$ cat src/inc/timer_pkg.sv
// constants, carriers and state layout of the dual timer block
// assumes one 32-bit ahb-lite slave port and one peripheral clock
package timer_pkg;
  localparam int unsigned DW          = 32;
  localparam int unsigned AW          = 8;
  localparam int unsigned CTRL_W      = 9;
  localparam int unsigned EVT_W       = 4;
  localparam int unsigned PRESCALE_W  = 5;
  localparam int unsigned BAUD_W      = 5;
  localparam int unsigned PCLK_PER_MC = 2;
  localparam int unsigned HTRANS_ACT  = 1;

  localparam logic [AW-1:0] OFS_CTRL      = 8'h00;
  localparam logic [AW-1:0] OFS_STATUS    = 8'h04;
  localparam logic [AW-1:0] OFS_MASK      = 8'h08;
  localparam logic [AW-1:0] OFS_FIRST_LOW = 8'h0c;
  localparam logic [AW-1:0] OFS_FIRST_HI  = 8'h10;
  localparam logic [AW-1:0] OFS_SECOND_LO = 8'h14;
  localparam logic [AW-1:0] OFS_SECOND_RL = 8'h18;

  localparam logic [1:0] MODE_13BIT  = 2'h0;
  localparam logic [1:0] MODE_16BIT  = 2'h1;
  localparam logic [1:0] MODE_RELOAD = 2'h2;
  localparam logic [1:0] MODE_SPLIT  = 2'h3;
  localparam logic [1:0] UART_VAR_A  = 2'h1;
  localparam logic [1:0] UART_VAR_B  = 2'h3;

  localparam logic [PRESCALE_W-1:0] PRESCALE_LAST = 5'h1f;
  localparam logic [PRESCALE_W-1:0] PRESCALE_ONE  = 5'h01;
  localparam logic [BAUD_W-1:0]     BAUD_LAST_1X  = 5'h1f;
  localparam logic [BAUD_W-1:0]     BAUD_LAST_2X  = 5'h0f;
  localparam logic [BAUD_W-1:0]     BAUD_ONE      = 5'h01;
  localparam logic [7:0]            BYTE_ONES     = 8'hff;
  localparam logic [7:0]            BYTE_ONE      = 8'h01;
  localparam logic [15:0]           WORD_ONE      = 16'h0001;
  localparam logic                  MC_LAST       = 1'(PCLK_PER_MC - 1);

  typedef struct packed {
    logic       baud_double_select;
    logic       baud_src_sel;
    logic       pin_count_first;
    logic       run_second;
    logic       run_first;
    logic [1:0] mode_second;
    logic [1:0] mode_first;
  } ctrl_t;

  typedef struct packed {
    logic baud;
    logic second_ovf;
    logic first_high_ovf;
    logic first_low_ovf;
  } events_t;

  typedef enum logic [1:0] {
    BUS_IDLE = 2'b01,
    BUS_DATA = 2'b10
  } bus_phase_t;

  typedef struct packed {
    bus_phase_t        phase;
    logic              write;
    logic [AW-1:0]     addr;
    ctrl_t             ctrl;
    events_t           status;
    events_t           mask;
    logic [7:0]        first_low;
    logic [7:0]        first_high;
    logic [7:0]        second_low;
    logic [7:0]        second_reload;
    logic              mc;
    logic [BAUD_W-1:0] baud_div;
    logic [DW-1:0]     rdata;
    logic              ready;
    logic              resp;
    logic              irq;
    logic              first_ovf_p;
    logic              second_ovf_p;
    logic              baud_p;
  } timer_state_t;
endpackage

$ cat src/verilog/pin_fall_detect.sv
// falling edge detector for the external count pin
// assumes the pin is already synchronous to clock_in
module pin_fall_detect
  import timer_pkg::*;
(
  input  wire logic clock_in,
  input  wire logic sys_rst_in,
  input  wire logic pin_in,
  output logic      fall_out
);
  logic prev;

  always_ff @(posedge clock_in or posedge sys_rst_in) begin
    if (sys_rst_in) begin
      prev <= 1'b0;
    end else begin
      prev <= pin_in;
    end
  end

  // one-to-zero transition
  assign fall_out = prev & ~pin_in; // RULE2
endmodule

$ cat src/verilog/timer_count_step.sv
// next-count logic of one timer for one increment
// assumes the caller gates inc_in and handles split-mode high byte
module timer_count_step
  import timer_pkg::*;
(
  input  wire logic [1:0] mode_in,
  input  wire logic       inc_in,
  input  wire logic [7:0] low_in,
  input  wire logic [7:0] high_in,
  output logic [7:0]      low_out,
  output logic [7:0]      high_out,
  output logic            ovf_out
);
  always_comb begin
    low_out  = low_in;
    high_out = high_in;
    ovf_out  = 1'b0;
    if (inc_in) begin
      unique case (mode_in)
        MODE_13BIT: begin
          // divide-by-32 prescaler ahead of the high byte
          if (low_in[PRESCALE_W-1:0] == PRESCALE_LAST) begin // RULE3
            low_out[PRESCALE_W-1:0] = '0;
            high_out                = high_in + BYTE_ONE;
            ovf_out                 = (high_in == BYTE_ONES); // RULE12
          end else begin
            low_out[PRESCALE_W-1:0] = low_in[PRESCALE_W-1:0] + PRESCALE_ONE;
          end
        end
        MODE_16BIT: begin
          {high_out, low_out} = {high_in, low_in} + WORD_ONE; // RULE4
          ovf_out             = (low_in == BYTE_ONES) && (high_in == BYTE_ONES);
        end
        MODE_RELOAD: begin
          low_out = (low_in == BYTE_ONES) ? high_in : low_in + BYTE_ONE; // RULE5
          ovf_out = (low_in == BYTE_ONES);
        end
        MODE_SPLIT: begin
          low_out = low_in + BYTE_ONE; // RULE6
          ovf_out = (low_in == BYTE_ONES);
        end
      endcase
    end
  end
endmodule

$ cat src/verilog/dual_timer_counter_baud.sv
// two count-up timers with baud clock output, ahb-lite register slave
// assumes a single slave on the bus, hready_in tied to hreadyout_out
// Function
// [RULE1] Each timer counts up by one per machine cycle of two peripheral clocks.
// [RULE2] The first timer may count falling edges of its count pin instead.
// [RULE3] Mode 0 is an 8-bit counter behind a divide-by-32 prescaler.
// [RULE4] Mode 1 joins low and high bytes into one 16-bit counter.
// [RULE5] Mode 2 counts the low byte and reloads it from the high byte on overflow.
// [RULE6] Mode 3 splits the first timer into two independent 8-bit counters.
// [RULE7] The second timer in mode 3 halts and keeps its count even when running.
// [RULE8] In modes 0 to 2 the timers run independently, each with its own mode.
// [RULE9] In uart modes 1 and 3 the second timer overflow can be chosen as baud clock.
// [RULE10] Software should use mode 2 with the reload byte set for the baud rate.
// [RULE11] Baud rate is two to the double bit times pclk over 64 times (256 minus reload).
// [RULE12] Overflow wraps to zero or the reload value and gives a one-cycle pulse.
module dual_timer_counter_baud
  import timer_pkg::*;
(
  input  wire logic          clock_in,
  input  wire logic          sys_rst_in,
  input  wire logic          hsel_in,
  input  wire logic [DW-1:0] haddr_in,
  input  wire logic [1:0]    htrans_in,
  input  wire logic          hwrite_in,
  input  wire logic [2:0]    hsize_in,
  input  wire logic [DW-1:0] hwdata_in,
  input  wire logic          hready_in,
  output logic [DW-1:0]      hrdata_out,
  output logic               hreadyout_out,
  output logic               hresp_out,
  input  wire logic          first_timer_count_pin_in,
  input  wire logic [1:0]    uart_mode_in,
  output logic               irq_out,
  output logic               first_timer_ovf_out,
  output logic               second_timer_ovf_out,
  output logic               baud_tick_out
);
  timer_state_t      st;
  timer_state_t      next_st;
  logic              fall;
  logic              tick;
  logic              inc_first;
  logic              inc_split_high;
  logic              inc_second;
  logic              split_first;
  logic [7:0]        step0_low;
  logic [7:0]        step0_high;
  logic [7:0]        step1_low;
  logic [7:0]        step1_high;
  logic              ovf0;
  logic              ovf1;
  logic              ovf_split_high;
  logic              baud_enable;
  logic [BAUD_W-1:0] baud_last;
  logic              baud_hit;
  logic              wr;
  logic              take;
  events_t           evt;
  events_t           clear;

  pin_fall_detect u_pin (
    .clock_in   (clock_in),
    .sys_rst_in (sys_rst_in),
    .pin_in     (first_timer_count_pin_in),
    .fall_out   (fall)
  );

  timer_count_step u_first (
    .mode_in  (st.ctrl.mode_first),
    .inc_in   (inc_first),
    .low_in   (st.first_low),
    .high_in  (st.first_high),
    .low_out  (step0_low),
    .high_out (step0_high),
    .ovf_out  (ovf0)
  );

  timer_count_step u_second (
    .mode_in  (st.ctrl.mode_second),
    .inc_in   (inc_second),
    .low_in   (st.second_low),
    .high_in  (st.second_reload),
    .low_out  (step1_low),
    .high_out (step1_high),
    .ovf_out  (ovf1)
  );

  // machine cycle strobe, one every two clocks
  assign tick           = (st.mc == MC_LAST); // RULE1
  assign split_first    = (st.ctrl.mode_first == MODE_SPLIT);
  assign inc_first      = st.ctrl.run_first & (st.ctrl.pin_count_first ? fall : tick); // RULE2
  assign inc_split_high = split_first & st.ctrl.run_second & tick; // RULE6
  assign inc_second     = st.ctrl.run_second & tick & (st.ctrl.mode_second != MODE_SPLIT); // RULE7 RULE8
  assign ovf_split_high = inc_split_high & (st.first_high == BYTE_ONES);

  // baud clock from second timer overflow
  assign baud_enable = st.ctrl.baud_src_sel & ((uart_mode_in == UART_VAR_A) | (uart_mode_in == UART_VAR_B)); // RULE9
  assign baud_last   = st.ctrl.baud_double_select ? BAUD_LAST_2X : BAUD_LAST_1X; // RULE11
  assign baud_hit    = baud_enable & ovf1 & (st.baud_div == baud_last); // RULE11

  assign wr   = (st.phase == BUS_DATA) & st.write;
  assign take = hsel_in & htrans_in[HTRANS_ACT] & hready_in;

  assign evt.first_low_ovf  = ovf0;
  assign evt.first_high_ovf = ovf_split_high;
  assign evt.second_ovf     = ovf1;
  assign evt.baud           = baud_hit;
  assign clear              = (wr && st.addr == OFS_STATUS) ? events_t'(hwdata_in[EVT_W-1:0]) : '0;

  always_comb begin
    logic [DW-1:0] rd;
    rd      = '0;
    next_st = st;
    next_st.mc = (st.mc == MC_LAST) ? 1'b0 : ~st.mc; // RULE1

    // counting
    next_st.first_low  = step0_low;
    next_st.first_high = split_first ? st.first_high + BYTE_ONE * inc_split_high : step0_high; // RULE6
    next_st.second_low    = step1_low; // RULE12
    next_st.second_reload = step1_high;

    // baud divider
    if (!baud_enable) begin
      next_st.baud_div = '0;
    end else if (ovf1) begin
      next_st.baud_div = baud_hit ? '0 : st.baud_div + BAUD_ONE; // RULE11
    end

    // sticky status, set beats clear
    next_st.status = (st.status & ~clear) | evt;

    // bus data phase and address phase
    next_st.ready = 1'b1;
    next_st.resp  = 1'b0;
    if (st.phase == BUS_DATA) begin
      unique case (st.addr)
        OFS_CTRL:      rd = DW'(st.ctrl);
        OFS_STATUS:    rd = DW'(st.status);
        OFS_MASK:      rd = DW'(st.mask);
        OFS_FIRST_LOW: rd = DW'(st.first_low);
        OFS_FIRST_HI:  rd = DW'(st.first_high);
        OFS_SECOND_LO: rd = DW'(st.second_low);
        OFS_SECOND_RL: rd = DW'(st.second_reload);
        default:       rd = '0;
      endcase
      next_st.rdata = st.write ? st.rdata : rd;
      next_st.phase = BUS_IDLE;
      if (st.write) begin
        unique case (st.addr)
          OFS_CTRL:      next_st.ctrl          = ctrl_t'(hwdata_in[CTRL_W-1:0]);
          OFS_MASK:      next_st.mask          = events_t'(hwdata_in[EVT_W-1:0]);
          OFS_FIRST_LOW: next_st.first_low     = hwdata_in[7:0];
          OFS_FIRST_HI:  next_st.first_high    = hwdata_in[7:0];
          OFS_SECOND_LO: next_st.second_low    = hwdata_in[7:0];
          OFS_SECOND_RL: next_st.second_reload = hwdata_in[7:0];
          default:       next_st.rdata         = st.rdata;
        endcase
      end
    end else if (take) begin
      next_st.phase = BUS_DATA;
      next_st.write = hwrite_in;
      next_st.addr  = haddr_in[AW-1:0];
      next_st.ready = 1'b0;
    end

    // registered outputs
    next_st.irq          = |(next_st.status & next_st.mask);
    next_st.first_ovf_p  = ovf0 | ovf_split_high; // RULE12
    next_st.second_ovf_p = ovf1; // RULE12
    next_st.baud_p       = baud_hit; // RULE9
  end

  always_ff @(posedge clock_in or posedge sys_rst_in) begin
    if (sys_rst_in) begin
      st       <= '0;
      st.phase <= BUS_IDLE;
      st.ready <= 1'b1;
    end else begin
      st <= next_st;
    end
  end

  assign hrdata_out           = st.rdata;
  assign hreadyout_out        = st.ready;
  assign hresp_out            = st.resp;
  assign irq_out              = st.irq;
  assign first_timer_ovf_out  = st.first_ovf_p;
  assign second_timer_ovf_out = st.second_ovf_p;
  assign baud_tick_out        = st.baud_p;

  // checks
  property p_mc_alternate;
    @(posedge clock_in) disable iff (sys_rst_in)
      tick |=> !tick ##1 tick;
  endproperty
  a_mc_alternate: assert property (p_mc_alternate) else $error("machine cycle not every two clocks"); // RULE1

  property p_second_counts;
    @(posedge clock_in) disable iff (sys_rst_in)
      (st.ctrl.mode_second == MODE_16BIT) && st.ctrl.run_second && !wr && tick && (st.second_low != BYTE_ONES)
      |=> (st.second_low == 8'($past(st.second_low) + BYTE_ONE)) ##1 $stable(st.second_low) || $past(wr);
  endproperty
  a_second_counts: assert property (p_second_counts) else $error("second timer did not step once"); // RULE1

  property p_pin_counts;
    @(posedge clock_in) disable iff (sys_rst_in)
      st.ctrl.pin_count_first && st.ctrl.run_first && (st.ctrl.mode_first != MODE_13BIT) && fall && !wr
      && (st.first_low != BYTE_ONES) |=> st.first_low == 8'($past(st.first_low) + BYTE_ONE);
  endproperty
  a_pin_counts: assert property (p_pin_counts) else $error("pin falling edge not counted"); // RULE2

  property p_prescale;
    @(posedge clock_in) disable iff (sys_rst_in)
      (st.ctrl.mode_first == MODE_13BIT) && inc_first && !wr && (st.first_low[PRESCALE_W-1:0] == PRESCALE_LAST)
      |=> (st.first_high == 8'($past(st.first_high) + BYTE_ONE)) && (st.first_low[PRESCALE_W-1:0] == '0);
  endproperty
  a_prescale: assert property (p_prescale) else $error("prescaler carry missing"); // RULE3

  property p_carry16;
    @(posedge clock_in) disable iff (sys_rst_in)
      (st.ctrl.mode_second == MODE_16BIT) && inc_second && !wr && (st.second_low == BYTE_ONES)
      |=> (st.second_reload == 8'($past(st.second_reload) + BYTE_ONE)) && (st.second_low == '0);
  endproperty
  a_carry16: assert property (p_carry16) else $error("16-bit carry wrong"); // RULE4

  property p_reload;
    @(posedge clock_in) disable iff (sys_rst_in)
      (st.ctrl.mode_second == MODE_RELOAD) && inc_second && !wr && (st.second_low == BYTE_ONES)
      |=> (st.second_low == $past(st.second_reload)) && $stable(st.second_reload);
  endproperty
  a_reload: assert property (p_reload) else $error("auto-reload wrong"); // RULE5

  property p_split_high;
    @(posedge clock_in) disable iff (sys_rst_in)
      inc_split_high && !inc_first && !wr
      |=> (st.first_high == 8'($past(st.first_high) + BYTE_ONE)) && $stable(st.first_low);
  endproperty
  a_split_high: assert property (p_split_high) else $error("split high byte not independent"); // RULE6

  property p_second_halt;
    @(posedge clock_in) disable iff (sys_rst_in)
      (st.ctrl.mode_second == MODE_SPLIT) && !wr |=> $stable(st.second_low) && $stable(st.second_reload);
  endproperty
  a_second_halt: assert property (p_second_halt) else $error("second timer moved in mode 3"); // RULE7

  property p_independent;
    @(posedge clock_in) disable iff (sys_rst_in)
      !split_first && !st.ctrl.run_first && !wr |=> $stable(st.first_low) && $stable(st.first_high);
  endproperty
  a_independent: assert property (p_independent) else $error("first timer moved while stopped"); // RULE8

  property p_baud_gate;
    @(posedge clock_in) disable iff (sys_rst_in)
      baud_tick_out |-> $past(baud_enable) && $past(ovf1);
  endproperty
  a_baud_gate: assert property (p_baud_gate) else $error("baud tick without source"); // RULE9

  property p_baud_div;
    @(posedge clock_in) disable iff (sys_rst_in)
      baud_enable && ovf1 && !baud_hit |=> st.baud_div == BAUD_W'($past(st.baud_div) + BAUD_ONE) && !baud_tick_out;
  endproperty
  a_baud_div: assert property (p_baud_div) else $error("baud divider step wrong"); // RULE11

  property p_ovf_pulse;
    @(posedge clock_in) disable iff (sys_rst_in)
      ovf1 |=> second_timer_ovf_out && st.status.second_ovf ##1 !second_timer_ovf_out;
  endproperty
  a_ovf_pulse: assert property (p_ovf_pulse) else $error("overflow pulse not one cycle"); // RULE12

  property p_first_mc_hold;
    @(posedge clock_in) disable iff (sys_rst_in)
      st.ctrl.run_first && !st.ctrl.pin_count_first && !tick && !wr
      |=> $stable(st.first_low) && $stable(st.first_high);
  endproperty
  a_first_mc_hold: assert property (p_first_mc_hold) else $error("first timer stepped off tick"); // RULE1

  property p_second_mc_hold;
    @(posedge clock_in) disable iff (sys_rst_in)
      st.ctrl.run_second && !tick && !wr
      |=> $stable(st.second_low) && $stable(st.second_reload);
  endproperty
  a_second_mc_hold: assert property (p_second_mc_hold) else $error("second timer stepped off tick"); // RULE1

  property p_pin_hold;
    @(posedge clock_in) disable iff (sys_rst_in)
      st.ctrl.pin_count_first && st.ctrl.run_first && !fall && !wr
      |=> $stable(st.first_low);
  endproperty
  a_pin_hold: assert property (p_pin_hold) else $error("first timer stepped without pin edge"); // RULE2

  property p_prescale_step;
    @(posedge clock_in) disable iff (sys_rst_in)
      (st.ctrl.mode_first == MODE_13BIT) && inc_first && !wr && (st.first_low[PRESCALE_W-1:0] != PRESCALE_LAST)
      |=> $stable(st.first_high)
          && (st.first_low[PRESCALE_W-1:0] == PRESCALE_W'($past(st.first_low[PRESCALE_W-1:0]) + PRESCALE_ONE));
  endproperty
  a_prescale_step: assert property (p_prescale_step) else $error("prescaler step wrong"); // RULE3

  property p_first_carry16;
    @(posedge clock_in) disable iff (sys_rst_in)
      (st.ctrl.mode_first == MODE_16BIT) && inc_first && !wr
      |=> {st.first_high, st.first_low} == 16'({$past(st.first_high), $past(st.first_low)} + WORD_ONE);
  endproperty
  a_first_carry16: assert property (p_first_carry16) else $error("first 16-bit step wrong"); // RULE4

  property p_first_reload;
    @(posedge clock_in) disable iff (sys_rst_in)
      (st.ctrl.mode_first == MODE_RELOAD) && inc_first && !wr && (st.first_low == BYTE_ONES)
      |=> (st.first_low == $past(st.first_high)) && $stable(st.first_high);
  endproperty
  a_first_reload: assert property (p_first_reload) else $error("first auto-reload wrong"); // RULE5

  property p_split_ovf;
    @(posedge clock_in) disable iff (sys_rst_in)
      ovf_split_high
      |=> first_timer_ovf_out && st.status.first_high_ovf;
  endproperty
  a_split_ovf: assert property (p_split_ovf) else $error("split high overflow lost"); // RULE6

  property p_second_steps;
    @(posedge clock_in) disable iff (sys_rst_in)
      (st.ctrl.mode_second == MODE_RELOAD) && inc_second && !wr && (st.second_low != BYTE_ONES)
      |=> (st.second_low == 8'($past(st.second_low) + BYTE_ONE)) && $stable(st.second_reload);
  endproperty
  a_second_steps: assert property (p_second_steps) else $error("second timer step wrong"); // RULE8

  property p_baud_idle;
    @(posedge clock_in) disable iff (sys_rst_in)
      !baud_enable
      |=> (st.baud_div == '0) && !baud_tick_out;
  endproperty
  a_baud_idle: assert property (p_baud_idle) else $error("baud divider active while deselected"); // RULE9

  property p_baud_tick;
    @(posedge clock_in) disable iff (sys_rst_in)
      baud_enable && ovf1 && (st.baud_div == (st.ctrl.baud_double_select ? BAUD_LAST_2X : BAUD_LAST_1X))
      |=> baud_tick_out && (st.baud_div == '0);
  endproperty
  a_baud_tick: assert property (p_baud_tick) else $error("baud tick missing at divider end"); // RULE11

  property p_first_ovf_pulse;
    @(posedge clock_in) disable iff (sys_rst_in)
      ovf0
      |=> first_timer_ovf_out && st.status.first_low_ovf;
  endproperty
  a_first_ovf_pulse: assert property (p_first_ovf_pulse) else $error("first overflow pulse lost"); // RULE12
endmodule

$ cat config.mk
export PLATFORM = sky130hd
export DESIGN_NAME = dual_timer_counter_baud
export DESIGN_NICKNAME = d
export VERILOG_FILES = /design/src/inc/timer_pkg.sv /design/src/verilog/pin_fall_detect.sv /design/src/verilog/timer_count_step.sv /design/src/verilog/dual_timer_counter_baud.sv
export SDC_FILE = /design/constraint.sdc
export NUM_CORES = 1
export LEC_CHECK = 0
export BUFFER_PORTS_ARGS = -buffer_cell sky130_fd_sc_hd__buf_2
export CORE_MARGIN = 3
export CORE_UTILIZATION = 40
export DETAILED_ROUTE_END_ITERATION = 8
export PLACE_DENSITY = 0.67
export SLEW_MARGIN = 20
export SYNTH_ARGS = -nofsm -noshare
export SYNTH_HDL_FRONTEND = slang
export SYNTH_HIERARCHICAL = 1
export SYNTH_SLANG_ARGS = --single-unit
$ cat constraint.sdc
create_clock -name clock_in -period 5.8 [get_ports clock_in]
set_clock_uncertainty 0.2 [all_clocks]
set_input_delay 0.29 -clock clock_in [delete_from_list [all_inputs] [get_ports clock_in]]
set_output_delay 0.29 -clock clock_in [all_outputs]
set_load 0.01 [all_outputs]
Word-level counts from Yosys, hierarchy flattened
Index checks and enable logic that the tools add are counted.
Word-level totals
  bits in registers: 104
  output and inout port bits: 38
  word-level logic and storage cells: 147
Operators by class
  add/sub/neg operators: 10
  equality and inequality tests: 25
  mux-type cells: 45
  bitwise operators: 22
  reductions and logical operators: 14
Operators by type and width (count)
  $mux 8: 13
  $mux 32: 3
  $mux 36: 2
  $pmux 9 s7: 1
  $pmux 5 s4: 2
  $add 16x1->16 const B: 2
  $add 8x1->8 const B: 4
  $eq 8x8->1 const B: 4
  $pmux 8 s2: 2
  $mux 5: 6
  $eq 8x5->1 const B: 3
  $pmux 3 s3: 2
  $eq 8x4->1 const B: 2
  $add 5x1->5 const B: 3
  $and 1x1->1: 13
  $eq 2x2->1 const B: 6
  $mux 11: 1
  $eq 5x5->1 const B: 2
  $add 8x1->8: 1
  $and 4x4->4: 2
  $eq 8x3->1 const B: 1
  $logic_not 8->1: 1
  $mux 1: 8
  $mux 4: 2
  other kinds (17): 30

Logic depth before layout (Yosys ltp)
  depth in word-level cells: 11
  gate-level depth with buffers: 12
  mapped depth without buffers: 11

Hierarchy
Netlist, hierarchy kept.
By module, submodules not included
  dual_timer_counter_baud: times used 1, cells an instance 357, area each 4028.9 µm², sequential area each 2004.4 µm²
  timer_count_step at u_first: times used 1, cells an instance 111, area each 714.4 µm², sequential area each 0.0 µm²
  timer_count_step at u_second: times used 1, cells an instance 102, area each 691.9 µm², sequential area each 0.0 µm²
  pin_fall_detect: times used 1, cells an instance 3, area each 42.5 µm², sequential area each 25.0 µm²

Worst setup path before layout
Ideal clock, no wire load.
  kind: flip-flop to flip-flop
  start point: reg st[52] in the netlist's numbering
  end point: reg st[42] in the netlist's numbering
  library setup time: 78 ps
  data arrival time: 2575 ps
  required time: 5522 ps
  slack: 2948 ps
  stages on the path, launching flop included: 12
  buffers on the path: 1
  clock period less this slack: 2852 ps
  cells stage by stage: dfrtp_1 > ha_1 > and3_1 > ha_1 > nor3b_2 > a31oi_1 > or3_1 > o21ai_0 > clkbuf_1 > nand4_1 > or3_1 > a21oi_1
RTL lines
  start, declared: line dual_timer_counter_baud.sv:38  | timer_state_t st;
  start signal, assigned: line dual_timer_counter_baud.sv:179  | st <= next_st;

==> results.txt <==
status -> completed
Hold Startpoint -> uart_mode_in[0]
R2R depth -> 11
CTS-repair resized insts -> 0
Cells after DPL -> 757
initial antenna violation count -> 0
fmax -> 301 MHz
largest family of logic cells by synthesized area -> simple AND/OR/NAND/NOR gates
RR Endpoint -> st[42]$_DFFE_PP0P_
Setup CP Type -> register to register
final worst setup slack -> 2.48 ns
DRT Wirelength -> 14600 µm
Slowest cell on crit path -> dfrtp_1
fin crit share -> 57.2%
PwrDens -> 340 mW/mm²
post-synth top area cell -> dfrtp_1
crit-path max FO -> 11
core area -> 0.0133 mm²
Worst Hold Class -> primary input to register
fin cells -> 786
post-synthesis mux area share -> 13.2%
GP Congestion -> 0.917
Crit path arrival time -> 3.38 ns
largest net degree at the start of global routing -> 81
Max-Cap Viols -> 0
global-route wire length before repair -> 23800 µm
Finished Cell Area -> 0.00605 mm²
CTS Sinks -> 81
Lkg Pwr -> 2.64 nW
Startpoint Class -> register
Place WS -> 2.61 ns
CTS tree -> done
DP Area -> 0.00563 mm²
Compound-Gate Fraction of Synth Area -> 13.8%
root buf cell -> clkbuf_16
xor/xnor cell area share of the yosys netlist -> 3.68%
power after layout -> 2.06 mW
Port Buffers -> 38
Mapped Avg Cell Area -> 9.56 µm²
Post-CTS Setup Bufs -> 0
cell area after synthesis -> 0.00548 mm²
asr flop ratio synth -> 100%
adder-cell share of the synthesized area -> 2.51%
Final setup viols -> 0
CP Cell Sequence -> ha_1 > and3_1 > ha_1 > nor3b_2 > a31oi_1 > or3_1 > o21ai_0 > buf_4 > nand4_1 > or3_1 > a21oi_1
synth warn -> 6
simple-gate share of the synthesized area -> 21.4%
Crit. End Element -> register
Pre-antenna DRT Iters -> 5
Post-synth EDFFs -> 0
WL/cell -> 18.6 µm
Min Hold Slack -> 0.0291 ns
Chip Height -> 123 µm
synth top area cells -> dfrtp_1 36%, mux2_2 9.0%, buf_4 4.8%
GRT Util Overall -> 20.3%
RSZ-0062 raised after global routing -> no
Die Area -> 0.0151 mm²
via density per instance -> 5.75
worst slew pin tran -> 0.821 ns
Post-layout nets -> 692
Initial Util -> 41.2%
max FFs per register -> 65
Layout fillers -> 1267
setup TNS -> 0 ns
vias in the first global route -> 4500
# H-tree levels -> 3
Die Wd -> 123 µm
Reg with most FFs -> st
Critical R2R Launch -> st[52]$_DFF_PP0_
Endpoint, Worst Hold -> baud_tick_out$_DFF_PP0_
DPL Wire Length -> 10300 µm
Ports -> 115
# hold bufs at CTS -> 12
post-route minimum period -> 3.32 ns
Clock Latency Late Sink -> 0.35 ns
fin util -> 45.5%
Top FF cell, synth -> dfrtp_1
commonest non-fill, non-tap cell in the layout -> dfrtp_1
#FFs+latches synth -> 81
VDD IR max -> 0.210 mV
CTS Buf Count -> 9
Yosys top cell area share -> 36.1%
clk buf depth -> 2
CP max stage delay -> 0.54 ns
final hold violation count -> 0
fraction of layout cells with a size suffix above 1 -> 21.5%
total number of vias -> 4522
First DRT Iteration DRCs -> 446
ANT nets after route -> 0
Clock transition at path regs -> 0.06 ns
Min-Delay Path Depth -> 3
cell count after synthesis -> 573
required time worst endpoint -> 5.87 ns
pins over their slew limit -> 0
Worst R2R Setup Slack -> 2.48 ns
row count -> 42
Cell variety after synth -> 71
share of the yosys chip area belonging to registers -> 37.0%
detailed-route DRC error count -> 0
grt ovf -> 0
Layout area overhead -> 10.5%
Slew HR -> 45.2%
commonest non-fill, non-tap cells in the layout -> 79 x dfrtp_1, 53 x nand2_1, 44 x mux2_2
[synthesized netlist by cell type (11+ instances only)]
library cell,number
nor2_1,26
a21oi_1,18
mux2i_1,23
nand2_1,53
and3_1,11
dfrtp_1,79
nand3_1,28
nand4_1,11
o21ai_0,30
a31oi_1,12
ha_1,11
xor2_1,13
buf_4,35
mux2_2,44
inv_1,20
[layer usage]
layer / GRT usage, % / part of all wire, %
met2: 31.0 / 44
met3: 3.98 / 7.1
met1: 27.6 / 45
met5: 0 / 0
met4: 10.0 / 3.3
[critical path: cells and delay by family, from the launching register on]
| kind | cells | cell delay (ns) |
|---|---|---|
| simple gates | 5 | 1.41 |
| fa+ha+maj | 2 | 0.56 |
| flops | 1 | 0.54 |
| compound gates | 3 | 0.30 |
| buf+inv | 1 | 0.21 |
[power by group]
part           total [mW]  internal, mW  switching, mW  leakage (nW)
clock               0.581         0.344          0.237         0.142
sequential          0.902         0.670          0.232          1.01
combinational       0.575         0.281          0.294          1.49
total                2.06          1.29          0.763          2.64
[layout make-up]
| cell class | instances | area [µm²] | share of cell area, % |
|---|---|---|---|
| Tap cell | 176 | 220 | 3.64 |
| Clock inverter | 5 | 55.1 | 0.910 |
| Timing Repair Buffer | 54 | 344 | 5.69 |
| Antenna cell | 1 | 2.50 | 0.0414 |
| Inverter | 20 | 76.3 | 1.26 |
| Multi-Input combinational cell | 438 | 3080 | 50.9 |
| Sequential cell | 81 | 2030 | 33.5 |
| Clock buffer | 11 | 243 | 4.01 |
[cell families (layout without fill, tap and decap cells)]
| logic type | Yosys count | count (layout) |
|---|---|---|
| buffers and inverters | 77 | 90 |
| muxes | 67 | 67 |
| AOI/OAI and AO/OA | 112 | 112 |
| adders and majority gates | 11 | 11 |
| and+or+nand+nor | 201 | 201 |
| other | 1 | 25 |
| xor gates and xnor gates | 23 | 23 |
| DFF | 81 | 81 |
[how the worst max path moves through the flow]
stage                     startpoint            endpoint  slack (ns)  cells after the start
global route        st[52]$_DFF_PP0_   irq_out$_DFF_PP0_        2.26                     12
detailed placement  st[52]$_DFF_PP0_  st[42]$_DFFE_PP0P_        2.61                     11
finish              st[52]$_DFF_PP0_  st[42]$_DFFE_PP0P_        2.48                     11
floorplan           st[52]$_DFF_PP0_  st[42]$_DFFE_PP0P_        2.95                     11
CTS                 st[52]$_DFF_PP0_  st[42]$_DFFE_PP0P_        2.55                     11
global placement    st[52]$_DFF_PP0_   irq_out$_DFF_PP0_        2.60                     12
(Power assumes the default switching activity.)
